File: config.mk
export PLATFORM = sky130hd
export DESIGN_NAME = irq_ctrl
export DESIGN_NICKNAME = d
export VERILOG_FILES = /design/src/hw/irq_ctrl_pkg.sv /design/src/hw/irq_ctrl.sv
export SDC_FILE = /design/constraint.sdc
export NUM_CORES = 1
export LEC_CHECK = 0
export BUFFER_PORTS_ARGS = -buffer_cell sky130_fd_sc_hd__buf_4
export CAP_MARGIN = 30
export CORE_MARGIN = 4
export CORE_UTILIZATION = 45
export CTS_CLUSTER_SIZE = 25
export DETAILED_ROUTE_END_ITERATION = 16
export HOLD_SLACK_MARGIN = 0.15
export PLACE_DENSITY_LB_ADDON = 0.12
export REMOVE_ABC_BUFFERS = 1
export SLEW_MARGIN = 20
export SYNTH_ARGS = -nofsm -noshare
export SYNTH_HDL_FRONTEND = slang
export SYNTH_SLANG_ARGS = --single-unit
File: constraint.sdc
create_clock -name clk -period 6.7 [get_ports clk]
set_clock_uncertainty 0.15 [all_clocks]
set_input_delay 1.005 -clock clk [delete_from_list [all_inputs] [get_ports clk]]
set_output_delay 1.005 -clock clk [all_outputs]
set_load 0.01 [all_outputs]
File: src/hw/irq_ctrl_pkg.sv
package irq_ctrl_pkg;

   // ****************************************
   // Register offsets
   // ****************************************
   localparam logic [9:0] OFS_TOP_STATUS   = 10'h004;
   localparam logic [9:0] OFS_TOP_MASK     = 10'h005;
   localparam logic [9:0] OFS_CLOCK_FLAGS  = 10'h01c;
   localparam logic [9:0] OFS_VR_EVENTS    = 10'h030;
   localparam logic [9:0] OFS_VR_MASK      = 10'h031;
   localparam logic [9:0] OFS_CONV_EVENTS  = 10'h05f;
   localparam logic [9:0] OFS_CONV_MASK    = 10'h060;
   localparam logic [9:0] OFS_CHG_EVENTS   = 10'h0d0;
   localparam logic [9:0] OFS_CHG_MASK     = 10'h0d1;
   localparam logic [9:0] OFS_GPIO_EVENTS  = 10'h0e8;
   localparam logic [9:0] OFS_ACC_EVENTS   = 10'h197;
   localparam logic [9:0] OFS_ACC_MASK     = 10'h198;

   // ****************************************
   // Reset values and implemented bits
   // ****************************************
   localparam logic [7:0] RST_TOP_MASK  = 8'hfa;
   localparam logic [7:0] RST_VR_MASK   = 8'h03;
   localparam logic [7:0] RST_CONV_MASK = 8'h00;
   localparam logic [7:0] RST_CHG_MASK  = 8'h00;
   localparam logic [7:0] RST_ACC_MASK  = 8'h0f;
   localparam logic [7:0] IMPL_TOP  = 8'h7f;
   localparam logic [7:0] IMPL_VR   = 8'h07;
   localparam logic [7:0] IMPL_CONV = 8'h07;
   localparam logic [7:0] IMPL_CHG  = 8'hfe;
   localparam logic [7:0] IMPL_ACC  = 8'h0f;
   localparam logic [7:0] LVL_CONV = 8'h05;
   localparam logic [7:0] LVL_CHG  = 8'he4;
   localparam logic [7:0] LVL_CLK  = 8'hb0;
   localparam logic [7:0] LVL_VR   = 8'h07;

   // ****************************************
   // First-level and clock flag bit positions
   // ****************************************
   localparam int TOP_POWER_BUTTON_EVENT = 0;
   localparam int TOP_CONV   = 1;
   localparam int TOP_CHG    = 2;
   localparam int TOP_CLOCK  = 3;
   localparam int TOP_GPIO   = 4;
   localparam int TOP_VR     = 5;
   localparam int TOP_ACC    = 6;
   localparam int CLK_UPDATE = 4;
   localparam int CLK_ALARM  = 5;
   localparam int CLK_SUM    = 7;

   // ****************************************
   // Debounce timing
   // ****************************************
   localparam int CLK_HZ        = 20_000_000;
   localparam int DB_10MS_US    = 10_000;
   localparam int DB_1MS_US     = 1_000;
   localparam int DB_500MS_US   = 500_000;
   localparam int DB_32MS_US    = 32_000;
   localparam int DB_80MS_US    = 80_000;
   localparam int DB_30MS_US    = 30_000;
   localparam int CYC_10MS  = DB_10MS_US * (CLK_HZ / 1_000_000);
   localparam int CYC_1MS   = DB_1MS_US * (CLK_HZ / 1_000_000);
   localparam int CYC_500MS = DB_500MS_US * (CLK_HZ / 1_000_000);
   localparam int CYC_32MS  = DB_32MS_US * (CLK_HZ / 1_000_000);
   localparam int CYC_80MS  = DB_80MS_US * (CLK_HZ / 1_000_000);
   localparam int CYC_30MS  = DB_30MS_US * (CLK_HZ / 1_000_000);
   localparam int DB_W      = 24;

   // ****************************************
   // Edge-detection modes
   // ****************************************
   typedef enum logic [1:0] {
      DET_LEVEL,
      DET_RISE,
      DET_FALL,
      DET_BOTH
   } detect_e;

   typedef struct packed {
      logic       rd;
      logic       wr;
      logic [9:0] addr;
      logic [7:0] wdata;
   } reg_req_s;

endpackage

File: src/hw/irq_ctrl.sv
// Summary of operation
// - Captured second-level bits cleared after read strobe
// - New event after read reasserts unmasked interrupt
// - Uncaptured bits survive the read
// - First level sets on group OR rising edge
// - Masks never affect second-level event set or clear
// - Unmasking a pending event asserts interrupt
// - Interrupt needs both mask levels clear
// - Active level sources re-set after clear
// - GPIO group unmasked, prevention bits 5:4
// - External events set only after stable debounce
// - Power button falling edge, 10 ms, bit D0
// - Converter group: round robin, touch, coulomb
// - Charger overvoltage, temperature, completion events
// - Charger USB, battery, current limit, overvoltage
// - Clock group update, alarm, summary OR
// - Regulator group heat, overcurrent, failure
// - Accessory presses and plug changes debounced
// - Unmasked latched event drives interrupt high
// - First-level read clears captured bits only
// - Mask bit one masks; host reads tree
`timescale 1ns/1ps
`default_nettype none

// ****************************************
// Synchroniser with optional debounce and edge detect
// ****************************************
module event_detect
   import irq_ctrl_pkg::*;
#(
   parameter detect_e   MODE   = DET_LEVEL,
   parameter logic [DB_W-1:0] CYCLES = 24'd1,
   parameter logic            IDLE   = 1'b0
) (
   input  wire logic clk,
   input  wire logic rst_n,
   input  wire logic src,
   output logic      hit
);
   logic [2:0]      sync;
   logic            stable;
   logic            prev;
   logic [DB_W-1:0] cnt;

   wire agree    = sync[1] == sync[2];
   wire differs  = sync[2] != stable;
   wire settled  = agree && differs && (cnt >= CYCLES - 24'd1);
   wire rise     = settled && sync[2];
   wire fall     = settled && !sync[2];

   always_ff @(posedge clk or negedge rst_n) begin
      if (!rst_n) begin
         sync   <= {3{IDLE}};
         stable <= IDLE;
         prev   <= IDLE;
         cnt    <= '0;
      end else begin
         sync   <= {sync[1:0], src};
         prev   <= stable;
         if (settled) begin
            stable <= sync[2];
         end
         if (!agree || !differs || settled) begin
            cnt <= '0;
         end else begin
            cnt <= cnt + 24'd1;
         end
      end
   end

   always_comb begin
      unique case (MODE)
         DET_LEVEL: hit = stable;
         DET_RISE:  hit = stable && !prev;
         DET_FALL:  hit = !stable && prev;
         DET_BOTH:  hit = stable != prev;
      endcase
   end
endmodule

// ****************************************
// Interrupt controller top
// ****************************************
module irq_ctrl
   import irq_ctrl_pkg::*;
(
   input  wire logic       clk,
   input  wire logic       rst_n,
   input  wire logic       reg_rd,
   input  wire logic       reg_wr,
   input  wire logic [9:0] reg_addr,
   input  wire logic [7:0] reg_wdata,
   output logic      [7:0] reg_rdata,
   input  wire logic       power_button_n,
   input  wire logic       round_robin_done,
   input  wire logic       touch_wake,
   input  wire logic       coulomb_overflow,
   input  wire logic       battery_overvoltage,
   input  wire logic       battery_temp_fault,
   input  wire logic       charge_complete,
   input  wire logic       usb_attach_change,
   input  wire logic       battery_presence_change,
   input  wire logic       input_current_limit,
   input  wire logic       input_overvoltage,
   input  wire logic       clock_update_flag,
   input  wire logic       alarm_match_flag,
   input  wire logic       update_irq_enable,
   input  wire logic       alarm_irq_enable,
   input  wire logic [7:0] gpio_pin_event,
   input  wire logic       die_heat_warning,
   input  wire logic       battery_overcurrent,
   input  wire logic       regulator_failure,
   input  wire logic       long_press_event,
   input  wire logic       short_press_event,
   input  wire logic       headphone_plug_change,
   input  wire logic       headset_plug_change,
   output logic            irq_out_pin
);
   // ****************************************
   // Register bus request
   // ****************************************
   reg_req_s req;
   assign req = '{rd: reg_rd, wr: reg_wr, addr: reg_addr, wdata: reg_wdata};

   // ****************************************
   // Event sources
   // ****************************************
   logic [7:0] conv_hit;
   logic [7:0] chg_hit;
   logic [7:0] clk_hit;
   logic [7:0] gpio_hit;
   logic [7:0] vr_hit;
   logic [7:0] acc_hit;
   logic       pwr_hit;

   event_detect #(.MODE(DET_FALL), .CYCLES(DB_W'(CYC_10MS)), .IDLE(1'b1)) u_pwr (
      .clk(clk), .rst_n(rst_n), .src(power_button_n), .hit(pwr_hit));

   event_detect #(.MODE(DET_LEVEL)) u_rnd (
      .clk(clk), .rst_n(rst_n), .src(round_robin_done), .hit(conv_hit[0]));
   event_detect #(.MODE(DET_RISE)) u_touch (
      .clk(clk), .rst_n(rst_n), .src(touch_wake), .hit(conv_hit[1]));
   event_detect #(.MODE(DET_LEVEL)) u_coul (
      .clk(clk), .rst_n(rst_n), .src(coulomb_overflow), .hit(conv_hit[2]));
   assign conv_hit[7:3] = 5'h00;

   assign chg_hit[0] = 1'b0;
   event_detect #(.MODE(DET_BOTH)) u_bovp (
      .clk(clk), .rst_n(rst_n), .src(battery_overvoltage), .hit(chg_hit[1]));
   event_detect #(.MODE(DET_LEVEL), .CYCLES(DB_W'(CYC_1MS))) u_temp (
      .clk(clk), .rst_n(rst_n), .src(battery_temp_fault), .hit(chg_hit[2]));
   event_detect #(.MODE(DET_RISE), .CYCLES(DB_W'(CYC_1MS))) u_comp (
      .clk(clk), .rst_n(rst_n), .src(charge_complete), .hit(chg_hit[3]));
   event_detect #(.MODE(DET_BOTH), .CYCLES(DB_W'(CYC_10MS))) u_usb (
      .clk(clk), .rst_n(rst_n), .src(usb_attach_change), .hit(chg_hit[4]));
   event_detect #(.MODE(DET_LEVEL), .CYCLES(DB_W'(CYC_500MS))) u_bat (
      .clk(clk), .rst_n(rst_n), .src(battery_presence_change), .hit(chg_hit[5]));
   event_detect #(.MODE(DET_LEVEL), .CYCLES(DB_W'(CYC_32MS))) u_ilim (
      .clk(clk), .rst_n(rst_n), .src(input_current_limit), .hit(chg_hit[6]));
   event_detect #(.MODE(DET_LEVEL), .CYCLES(DB_W'(CYC_10MS))) u_iovp (
      .clk(clk), .rst_n(rst_n), .src(input_overvoltage), .hit(chg_hit[7]));

   logic clk_upd;
   logic clk_alm;
   event_detect #(.MODE(DET_LEVEL)) u_upd (
      .clk(clk), .rst_n(rst_n), .src(clock_update_flag), .hit(clk_upd));
   event_detect #(.MODE(DET_LEVEL)) u_alm (
      .clk(clk), .rst_n(rst_n), .src(alarm_match_flag), .hit(clk_alm));
   logic en_upd;
   logic en_alm;
   event_detect #(.MODE(DET_LEVEL)) u_uen (
      .clk(clk), .rst_n(rst_n), .src(update_irq_enable), .hit(en_upd));
   event_detect #(.MODE(DET_LEVEL)) u_aen (
      .clk(clk), .rst_n(rst_n), .src(alarm_irq_enable), .hit(en_alm));
   wire clock_irq_summary = (clk_upd & en_upd) | (clk_alm & en_alm);
   always_comb begin
      clk_hit             = 8'h00;
      clk_hit[CLK_UPDATE] = clk_upd;
      clk_hit[CLK_ALARM]  = clk_alm;
      clk_hit[CLK_SUM]    = clock_irq_summary;
   end

   // GPIO inputs are already debounced and prevention-filtered upstream
   for (genvar g = 0; g < 8; g++) begin : g_gpio
      event_detect #(.MODE(DET_RISE)) u_gp (
         .clk(clk), .rst_n(rst_n), .src(gpio_pin_event[g]), .hit(gpio_hit[g]));
   end

   event_detect #(.MODE(DET_LEVEL), .CYCLES(DB_W'(CYC_10MS))) u_heat (
      .clk(clk), .rst_n(rst_n), .src(die_heat_warning), .hit(vr_hit[0]));
   event_detect #(.MODE(DET_LEVEL)) u_bocp (
      .clk(clk), .rst_n(rst_n), .src(battery_overcurrent), .hit(vr_hit[1]));
   event_detect #(.MODE(DET_LEVEL)) u_vrf (
      .clk(clk), .rst_n(rst_n), .src(regulator_failure), .hit(vr_hit[2]));
   assign vr_hit[7:3] = 5'h00;

   event_detect #(.MODE(DET_RISE), .CYCLES(DB_W'(CYC_80MS))) u_lp (
      .clk(clk), .rst_n(rst_n), .src(long_press_event), .hit(acc_hit[0]));
   event_detect #(.MODE(DET_RISE), .CYCLES(DB_W'(CYC_80MS))) u_sp (
      .clk(clk), .rst_n(rst_n), .src(short_press_event), .hit(acc_hit[1]));
   event_detect #(.MODE(DET_BOTH), .CYCLES(DB_W'(CYC_30MS))) u_hp (
      .clk(clk), .rst_n(rst_n), .src(headphone_plug_change), .hit(acc_hit[2]));
   event_detect #(.MODE(DET_BOTH), .CYCLES(DB_W'(CYC_30MS))) u_hs (
      .clk(clk), .rst_n(rst_n), .src(headset_plug_change), .hit(acc_hit[3]));
   assign acc_hit[7:4] = 4'h0;

   // ****************************************
   // Decode and read capture
   // ****************************************
   wire rd_top  = req.rd && req.addr == OFS_TOP_STATUS;
   wire rd_clk  = req.rd && req.addr == OFS_CLOCK_FLAGS;
   wire rd_vr   = req.rd && req.addr == OFS_VR_EVENTS;
   wire rd_conv = req.rd && req.addr == OFS_CONV_EVENTS;
   wire rd_chg  = req.rd && req.addr == OFS_CHG_EVENTS;
   wire rd_gpio = req.rd && req.addr == OFS_GPIO_EVENTS;
   wire rd_acc  = req.rd && req.addr == OFS_ACC_EVENTS;

   logic [7:0] top_ev;
   logic [7:0] top_mask;
   logic [7:0] clk_ev;
   logic [7:0] vr_ev;
   logic [7:0] vr_mask;
   logic [7:0] conv_ev;
   logic [7:0] conv_mask;
   logic [7:0] chg_ev;
   logic [7:0] chg_mask;
   logic [7:0] gpio_ev;
   logic [7:0] acc_ev;
   logic [7:0] acc_mask;

   // Self-clear pulse: one cycle after the strobe, clears only captured bits
   logic [7:0] cap_top;
   logic [7:0] cap_clk;
   logic [7:0] cap_vr;
   logic [7:0] cap_conv;
   logic [7:0] cap_chg;
   logic [7:0] cap_gpio;
   logic [7:0] cap_acc;

   // ****************************************
   // Second-level latches and group OR
   // ****************************************
   // Level bits yield to the clear for one cycle, then re-set
   wire [7:0] next_clk_ev  = (clk_ev  & ~cap_clk)  | (clk_hit & ~(cap_clk & LVL_CLK));
   wire [7:0] next_vr_ev   = (vr_ev   & ~cap_vr)   | (vr_hit & ~(cap_vr & LVL_VR));
   wire [7:0] next_conv_ev = (conv_ev & ~cap_conv) | (conv_hit & ~(cap_conv & LVL_CONV));
   wire [7:0] next_chg_ev  = (chg_ev  & ~cap_chg)  | (chg_hit & ~(cap_chg & LVL_CHG));
   wire [7:0] next_gpio_ev = (gpio_ev & ~cap_gpio) | gpio_hit;
   wire [7:0] next_acc_ev  = (acc_ev  & ~cap_acc)  | acc_hit;

   // Group OR uses unmasked second-level bits; power button bit takes the detector hit directly
   wire [7:0] grp_or;
   assign grp_or[TOP_POWER_BUTTON_EVENT] = pwr_hit;
   assign grp_or[TOP_CONV]   = |(conv_ev & ~conv_mask);
   assign grp_or[TOP_CHG]    = |(chg_ev  & ~chg_mask);
   assign grp_or[TOP_CLOCK]  = clk_ev[CLK_SUM];
   assign grp_or[TOP_GPIO]   = |gpio_ev;
   assign grp_or[TOP_VR]     = |(vr_ev   & ~vr_mask);
   assign grp_or[TOP_ACC]    = |(acc_ev  & ~acc_mask);
   assign grp_or[7]          = 1'b0;

   logic [7:0] grp_prev;
   wire  [7:0] grp_rise    = grp_or & ~grp_prev;
   wire  [7:0] next_top_ev = ((top_ev & ~cap_top) | grp_rise) & IMPL_TOP;
   wire        next_irq    = |(top_ev & ~top_mask & IMPL_TOP);

   always_ff @(posedge clk or negedge rst_n) begin
      if (!rst_n) begin
         cap_top  <= 8'h00;
         cap_clk  <= 8'h00;
         cap_vr   <= 8'h00;
         cap_conv <= 8'h00;
         cap_chg  <= 8'h00;
         cap_gpio <= 8'h00;
         cap_acc  <= 8'h00;
      end else begin
         cap_top  <= rd_top  ? top_ev  : 8'h00;
         cap_clk  <= rd_clk  ? clk_ev  : 8'h00;
         cap_vr   <= rd_vr   ? vr_ev   : 8'h00;
         cap_conv <= rd_conv ? conv_ev : 8'h00;
         cap_chg  <= rd_chg  ? chg_ev  : 8'h00;
         cap_gpio <= rd_gpio ? gpio_ev : 8'h00;
         cap_acc  <= rd_acc  ? acc_ev  : 8'h00;
      end
   end

   always_ff @(posedge clk or negedge rst_n) begin
      if (!rst_n) begin
         clk_ev   <= 8'h00;
         vr_ev    <= 8'h00;
         conv_ev  <= 8'h00;
         chg_ev   <= 8'h00;
         gpio_ev  <= 8'h00;
         acc_ev   <= 8'h00;
         top_ev   <= 8'h00;
         grp_prev <= 8'h00;
      end else begin
         clk_ev   <= next_clk_ev;
         vr_ev    <= next_vr_ev & IMPL_VR;
         conv_ev  <= next_conv_ev & IMPL_CONV;
         chg_ev   <= next_chg_ev & IMPL_CHG;
         gpio_ev  <= next_gpio_ev;
         acc_ev   <= next_acc_ev & IMPL_ACC;
         top_ev   <= next_top_ev;
         grp_prev <= grp_or;
      end
   end

   // ****************************************
   // Mask registers
   // ****************************************
   wire wr_top_mask  = req.wr && req.addr == OFS_TOP_MASK;
   wire wr_vr_mask   = req.wr && req.addr == OFS_VR_MASK;
   wire wr_conv_mask = req.wr && req.addr == OFS_CONV_MASK;
   wire wr_chg_mask  = req.wr && req.addr == OFS_CHG_MASK;
   wire wr_acc_mask  = req.wr && req.addr == OFS_ACC_MASK;

   always_ff @(posedge clk or negedge rst_n) begin
      if (!rst_n) begin
         top_mask  <= RST_TOP_MASK;
         vr_mask   <= RST_VR_MASK;
         conv_mask <= RST_CONV_MASK;
         chg_mask  <= RST_CHG_MASK;
         acc_mask  <= RST_ACC_MASK;
      end else begin
         if (wr_top_mask)  top_mask  <= req.wdata;
         if (wr_vr_mask)   vr_mask   <= req.wdata & IMPL_VR;
         if (wr_conv_mask) conv_mask <= req.wdata & IMPL_CONV;
         if (wr_chg_mask)  chg_mask  <= req.wdata & IMPL_CHG;
         if (wr_acc_mask)  acc_mask  <= req.wdata & IMPL_ACC;
      end
   end

   // ****************************************
   // Read data and interrupt output
   // ****************************************
   logic [7:0] rd_mux;
   always_comb begin
      unique case (req.addr)
         OFS_TOP_STATUS:  rd_mux = top_ev;
         OFS_TOP_MASK:    rd_mux = top_mask;
         OFS_CLOCK_FLAGS: rd_mux = clk_ev;
         OFS_VR_EVENTS:   rd_mux = vr_ev;
         OFS_VR_MASK:     rd_mux = vr_mask;
         OFS_CONV_EVENTS: rd_mux = conv_ev;
         OFS_CONV_MASK:   rd_mux = conv_mask;
         OFS_CHG_EVENTS:  rd_mux = chg_ev;
         OFS_CHG_MASK:    rd_mux = chg_mask;
         OFS_GPIO_EVENTS: rd_mux = gpio_ev;
         OFS_ACC_EVENTS:  rd_mux = acc_ev;
         OFS_ACC_MASK:    rd_mux = acc_mask;
         default:         rd_mux = 8'h00;
      endcase
   end

   always_ff @(posedge clk or negedge rst_n) begin
      if (!rst_n) begin
         reg_rdata   <= 8'h00;
         irq_out_pin <= 1'b0;
      end else begin
         if (req.rd) reg_rdata <= rd_mux;
         irq_out_pin <= next_irq;
      end
   end
endmodule

`default_nettype wire

==> metrics.md, run 1 <==
| Metric | Value |
|---|---|
| Status | `complete, no violations` |
| Largest net degree at the start of global routing | `151` |
| Final setup violation count | `0` |
| Power Internal | `5.485 mW` |
| Post-route ant nets | `0` |
| Clock transition at path regs | `0.06 ns` |
| Fin crit share | `0.4072` |
| Critical-path top delay cell | `nor4b_1` |
| Worst slew margin | `0.4069` |
| Die area | `0.05187 sq mm` |
| Total power draw | `6.976 mW` |
| Port bufs | `60` |
| Routed wire length | `41.72 mm` |
| Vias in the first global route | `14.03k` |
| Synth Area per Inst | `11.39 sq um` |
| Initial Util | `0.4552` |
| First-pass GRT wire length | `71.75 mm` |
| Yosys top cell by area | `dfrtp_1` |
| Worst-margin pin slew | `0.8772 ns` |
| FP Rows | `80` |
| Hold Path Cell Cnt | `0` |
| Tmin final | `2.728 ns` |
| First-pass DRT Iterations | `5` |
| Setup TNS | `0 ns` |
| Post-CTS Setup Bufs | `0` |
| Number of DRC markers in iteration 0 | `818` |
| RSZ-0062 raised after global routing | `false` |
| Final hold vios | `0` |
| Share of layout cells above drive strength 1 | `0.1085` |
| Crit path max fanout | `15` |
| Share of flip-flops with an asynchronous set or reset after synthesis | `1.000` |
| Routed vias | `13.88k` |
| Delay-heaviest family, CP | `simple AND/OR/NAND/NOR gates` |
| Area occupied by multi-input gates | `0.007841 sq mm` |
| Peak VDD IR | `0.1839 mV` |
| Root buf cell | `clkbuf_16` |
| # fillers | `4231` |
| Crit end category | `register` |
| Fmax | `366.5 MHz` |
| IO Pins | `61` |
| Register Area | `0.01368 sq mm` |
| DPL Wire Length | `27.70 mm` |
| Clock sinks | `546` |
| Final Wtd Congestion | `0.8636` |
| WL/cell | `15.31 microns` |
| Number of flops mapped to enable cells by yosys | `0` |
| Pwr Density | `277.4 mW/mm^2` |
| Crit. path cell count | `5` |
| Top FF cell, synth | `dfrtp_1` |
| Post-CTS sizing | `0` |
| Data required, critical path | `7.04 ns` |
| Fin. max-slew vios | `0` |
| Via-per-instance ratio | `5.092` |
| Mapped Area | `0.02173 sq mm` |
| Worst reg2reg path depth | `5` |
| Yosys warning total | `0` |
| Hold buffers post-CTS | `0` |
| Grt total ovfl | `0` |
| Worst Setup Start Kind | `input port` |
| Antenna fix cells | `0` |
| Number of distinct library cells after synthesis | `73` |
| Antenna violations before repair | `1` |
| Sw Ratio | `0.2137` |
| Layout area overhead | `15.72%` |
| Seq pwr share | `0.495` |
| Kind of critical path | `in -> reg` |
| GRT Total Usage | `0.1640` |
| Synth top area cells | `dfrtp_1, nor2_1, xor2_1, xnor2_1, nand3_1` |
| Die height | `227.8 microns` |
| Nets | `2127` |
| Clock power share | `0.476` |
| Hold Crit Class | `reg -> reg` |
| Clock Tree Buf Depth | `3` |
| Htree depth | `2` |
| Critical-path cell list | `buf_4, nor4b_1, nor3b_2, nand2_1, mux2_2` |
| NetSw | `1.490 mW` |
| CP Buf/Inv Count | `1` |
| #FFs+latches synth | `546` |
| Leak pwr | `10.89 nW` |
| Post-synthesis sequential area ratio | `0.6297` |
| Number of CTS-inserted buffers | `57` |
| Post-synth top area share | `0.6091` |
| Most common cell in the netlist | `dfrtp_1` |
| Worst-skew pair later-pin latency | `0.60 ns` |
| Die width | `227.8 microns` |
| Crit path DAT | `3.07 ns` |
| Residual DRC | `0` |
| Synth top cells by count | `dfrtp_1, nor2_1, nand2_1` |
| MaxCap Viol Count | `0` |
| Worst path max stage delay | `0.75 ns` |
| Core Region | `0.04775 sq mm` |
| Post-Syn Instances | `1908` |
| Combinational power share | `0.029` |
| CTS tree | `yes` |
==> routing by layer <==
layer  global-route usage  vias to the layer above  wire length, microns
li1                     -                     6798                     -
met1               0.2316                     6796                 19670
met2               0.2596                      212                 19200
met3              0.03493                       72                  1719
met4              0.04632                        2                  1122
met5                    0                        -                    11
==> placed cells by master (no fill, tap or decap), types with 60 or more instances in the layout <==
master | synthesis | final
dfrtp_1 | 529 | 529
nor2_1 | 324 | 324
nand2_1 | 113 | 113
nand3_1 | 101 | 101
xor2_1 | 101 | 101
xnor2_1 | 100 | 100
inv_1 | 78 | 78
and3_1 | 63 | 63
buf_4 | 0 | 62
conb_1 | 1 | 60
==> per-stage QoR <==
| stage | cell area (sq um) | std cells | util | hold WS, ns | setup slack (ns) |
|---|---|---|---|---|---|
| after CTS | 25120 | 2723 | 0.5262 | 0.1972 | 4.046 |
| after detailed placement | 23120 | 2616 | 0.4841 | 0.1847 | 3.389 |
| after global placement | 23120 | 2616 | 0.4841 | 0.1844 | 3.443 |
| final | 25150 | 2726 | 0.5267 | 0.1969 | 3.972 |
| after floorplan | 21810 | 1935 | - | 0.1812 | 4.012 |
| after global routing | 25150 | 2726 | 0.5267 | 0.2022 | 3.807 |
==> logic make-up (layout without fill, tap and decap cells) <==
kind of cell	after synthesis	count (layout)	synth area share
other cells	1	60	0.0001726
flops	546	546	0.6297
fa+ha+maj	30	30	0.01520
compound gates	161	161	0.05021
xor+xnor	201	201	0.08101
buf+inv	110	254	0.01986
simple gates	827	827	0.1877
mux	32	32	0.01618
==> power groups by stage <==
stage | Clock, mW | Combinational (mW) | Sequential [mW]
2_1_floorplan | 0 | 0.0743 | 3.49
3_3_place_gp | 0 | 0.203 | 3.51
3_5_place_dp | 0 | 0.207 | 3.51
4_1_cts | 3.43 | 0.209 | 3.45
5_1_grt | 3.58 | 0.235 | 3.46
6_report | 3.32 | 0.201 | 3.45
==> registers in the layout (all words and copies together) (netlist names), 24 cells and up <==
register and cells:
u_pwr.cnt 24, u_comp.cnt 24, u_ilim.cnt 24, u_usb.cnt 24
u_heat.cnt 24, u_hs.cnt 24, u_lp.cnt 24, g_gpio.u_gp.sync 24
u_temp.cnt 24, u_bat.cnt 24, u_hp.cnt 24, u_sp.cnt 24
u_iovp.cnt 24
==> cell type report <==
cell class              instances  share of cell area
multi-input cells            1311              0.3118
clock inverters                34             0.01667
clock buffers                  73             0.06318
flip-flops and latches        546              0.5441
well taps                     615             0.03060
repair buffers                 69             0.02199
inverters                      78             0.01164
==> path summary, 6_finish.rpt <==
kind | end | startpoint | slack (ns)
min in group asynchronous | u_iovp.cnt[3]$_DFF_PN0_ | rst_n | 0.29
min reg2reg | g_gpio[7].u_gp.sync[1]$_DFF_PN0_ | g_gpio[7].u_gp.sync[0]$_DFF_PN0_ | 0.20
max | chg_mask[3]$_DFFE_PN0P_ | reg_addr[0] | 3.97
max in group asynchronous | u_vrf.sync[1]$_DFF_PN0_ | rst_n | 4.85
max reg2reg | u_heat.cnt[17]$_DFF_PN0_ | u_heat.cnt[14]$_DFF_PN0_ | 4.14
min | g_gpio[7].u_gp.sync[1]$_DFF_PN0_ | g_gpio[7].u_gp.sync[0]$_DFF_PN0_ | 0.20
(Power assumes the default switching activity.)
==> inputs of run 2 (changes only) <==
- clock period: 6.7 -> 2.7 ns (I/O delays scaled with it)
==> run 2 against run 1 <==
Via count rose by 2.0%. Routed wire length rose by 0.73%. Clock power rose to 2.6 times the previous value. Power rose to 2.5 times the previous value. Flip-flop and latch count did not move. Critical path depth rose by 3. First-iteration DRC count fell by 4.0%. Combinational power rose to 2.9 times the previous value. Cell count rose by 2.6%. Worst setup slack got worse by 3.8 ns. Die area did not move. Critical path type unchanged. Largest power group unchanged.
==> metrics.md, run 2 (synthesized netlist as in run 1, its figures left out) <==
| Metric | Value |
|---|---|
| Status | `complete, no violations` |
| Htree depth | `2` |
| Clock sinks | `546` |
| Fin. max-slew vios | `0` |
| MaxCap Viol Count | `0` |
| Hold slack final | `0.1923 ns` |
| Most frequent cells in the layout | `dfrtp_1, nor2_1, nand2_1, nand3_1, xor2_1` |
| First-pass DRT Iterations | `5` |
| Commonest non-fill, non-tap cell in the layout | `dfrtp_1` |
| Routed vias | `14.15k` |
| Clock transition at path regs | `0.06 ns` |
| Total power draw | `17.60 mW` |
| Antenna fix cells | `0` |
| FF-to-FF Start | `u_hp.cnt[11]$_DFF_PN0_` |
| WL/cell | `15.03 microns` |
| Share of layout cells above drive strength 1 | `0.1169` |
| Fin crit share | `0.9536` |
| Post-CTS Setup Bufs | `0` |
| Root buf cell | `clkbuf_16` |
| GRT Total Usage | `0.1651` |
| FP Rows | `80` |
| Die area | `0.05187 sq mm` |
| CP startpoint | `reg_addr[7]` |
| Tmin final | `2.575 ns` |
| Peak VDD IR | `0.5059 mV` |
| Post-route ant nets | `0` |
| Worst Setup Start Kind | `input port` |
| Die height | `227.8 microns` |
| Crit path max fanout | `8` |
| Largest net degree at the start of global routing | `86` |
| Residual DRC | `0` |
| Clock Tree Buf Depth | `3` |
| Worst-margin pin slew | `0.7813 ns` |
| Grt total ovfl | `0` |
| Min-delay src | `u_coul.sync[0]$_DFF_PN0_` |
| Initial Util | `0.4552` |
| Final hold vios | `0` |
| CTS tree | `yes` |
| IO Pins | `61` |
| Layout area overhead | `19.30%` |
| Leak pwr | `11.27 nW` |
| Via-per-instance ratio | `5.059` |
| Vias in the first global route | `14.37k` |
| Kind of critical path | `in -> reg` |
| Data required, critical path | `3.08 ns` |
| DPL Wire Length | `28.03 mm` |
| Final setup violation count | `0` |
| Number of DRC markers in iteration 0 | `785` |
| Pwr Density | `679.0 mW/mm^2` |
| Crit path DAT | `2.96 ns` |
| Number of CTS-inserted buffers | `58` |
| Crit end category | `register` |
| First-pass GRT wire length | `72.57 mm` |
| Hold Crit Class | `reg -> reg` |
| Port bufs | `60` |
| Fmax | `388.4 MHz` |
| Antenna violations before repair | `0` |
| RSZ-0062 raised after global routing | `false` |
| Core Region | `0.04775 sq mm` |
| Die width | `227.8 microns` |
| Setup TNS | `0 ns` |
| Worst-skew pair later-pin latency | `0.60 ns` |
| Routed wire length | `42.03 mm` |
| Worst slew margin | `0.4751` |
| Nets | `2199` |
| Final Wtd Congestion | `0.8497` |
run 2: metal layers:
| layer | routed length (microns) | track usage |
|---|---|---|
| met1 | 19970 | 0.2334 |
| met2 | 19780 | 0.2679 |
| met3 | 1513 | 0.02695 |
| met4 | 768 | 0.04574 |
| met5 | 0 | 0 |
run 2: final cells by class:
| cell class | instances | area, sq um |
|---|---|---|
| inverter | 78 | 292.8 |
| timing repair buffer | 140 | 1244 |
| fill | 4169 | 21820 |
| tap | 615 | 769.5 |
| multi-input combinational | 1311 | 7845 |
| clock inverter | 26 | 391.6 |
| sequential | 546 | 13680 |
| clock buffer | 81 | 1699 |
run 2: through the flow:
| step | utilization | instances | setup WS [ns] | cell area (sq um) |
|---|---|---|---|---|
| 2_1_floorplan | - | 1935 | 0.2828 | 21810 |
| 3_3_place_gp | 0.4898 | 2646 | 0.3728 | 23390 |
| 3_5_place_dp | 0.4898 | 2646 | 0.3362 | 23390 |
| 4_1_cts | 0.5428 | 2797 | 0.1088 | 25920 |
| 5_1_grt | 0.5430 | 2797 | 0.07896 | 25930 |
| 6_report | 0.5430 | 2797 | 0.1252 | 25930 |
run 2: path summary, 6_finish.rpt:
kind | end | slack (ns) | cells past startpoint
worst min register to register | u_coul.sync[1]$_DFF_PN0_ | 0.19 | 0
max in group asynchronous | vr_mask[0]$_DFFE_PN1P_ | 1.33 | 3
worst max-delay path | top_mask[7]$_DFFE_PN1P_ | 0.13 | 8
worst min-delay path | u_coul.sync[1]$_DFF_PN0_ | 0.19 | 0
min in group asynchronous | u_iovp.cnt[9]$_DFF_PN0_ | 0.21 | 2
worst max register to register | u_hp.cnt[11]$_DFF_PN0_ | 0.37 | 5
run 2: power breakdown:
| group | switching, mW | total (mW) | internal, mW |
|---|---|---|---|
| clock network | 3.22 | 8.47 | 5.24 |
| registers | 0.140 | 8.56 | 8.41 |
| logic | 0.344 | 0.579 | 0.235 |
| total | 3.71 | 17.6 | 13.9 |
run 2: repair_timing:
action                     CTS  global route
hold endpoints to repair   575             0
setup endpoints to repair    0             1
hold buffers                44             0
gates resized for setup      0             1
run 2: worst max-delay path: stages:
cell and delay, ns:
dlygate4sd3_1 0.53, buf_4 0.16, or4b_1 0.57, nor2_1 0.13
buf_4 0.17, nand3_4 0.14, mux2_2 0.30, dlygate4sd3_1 0.56
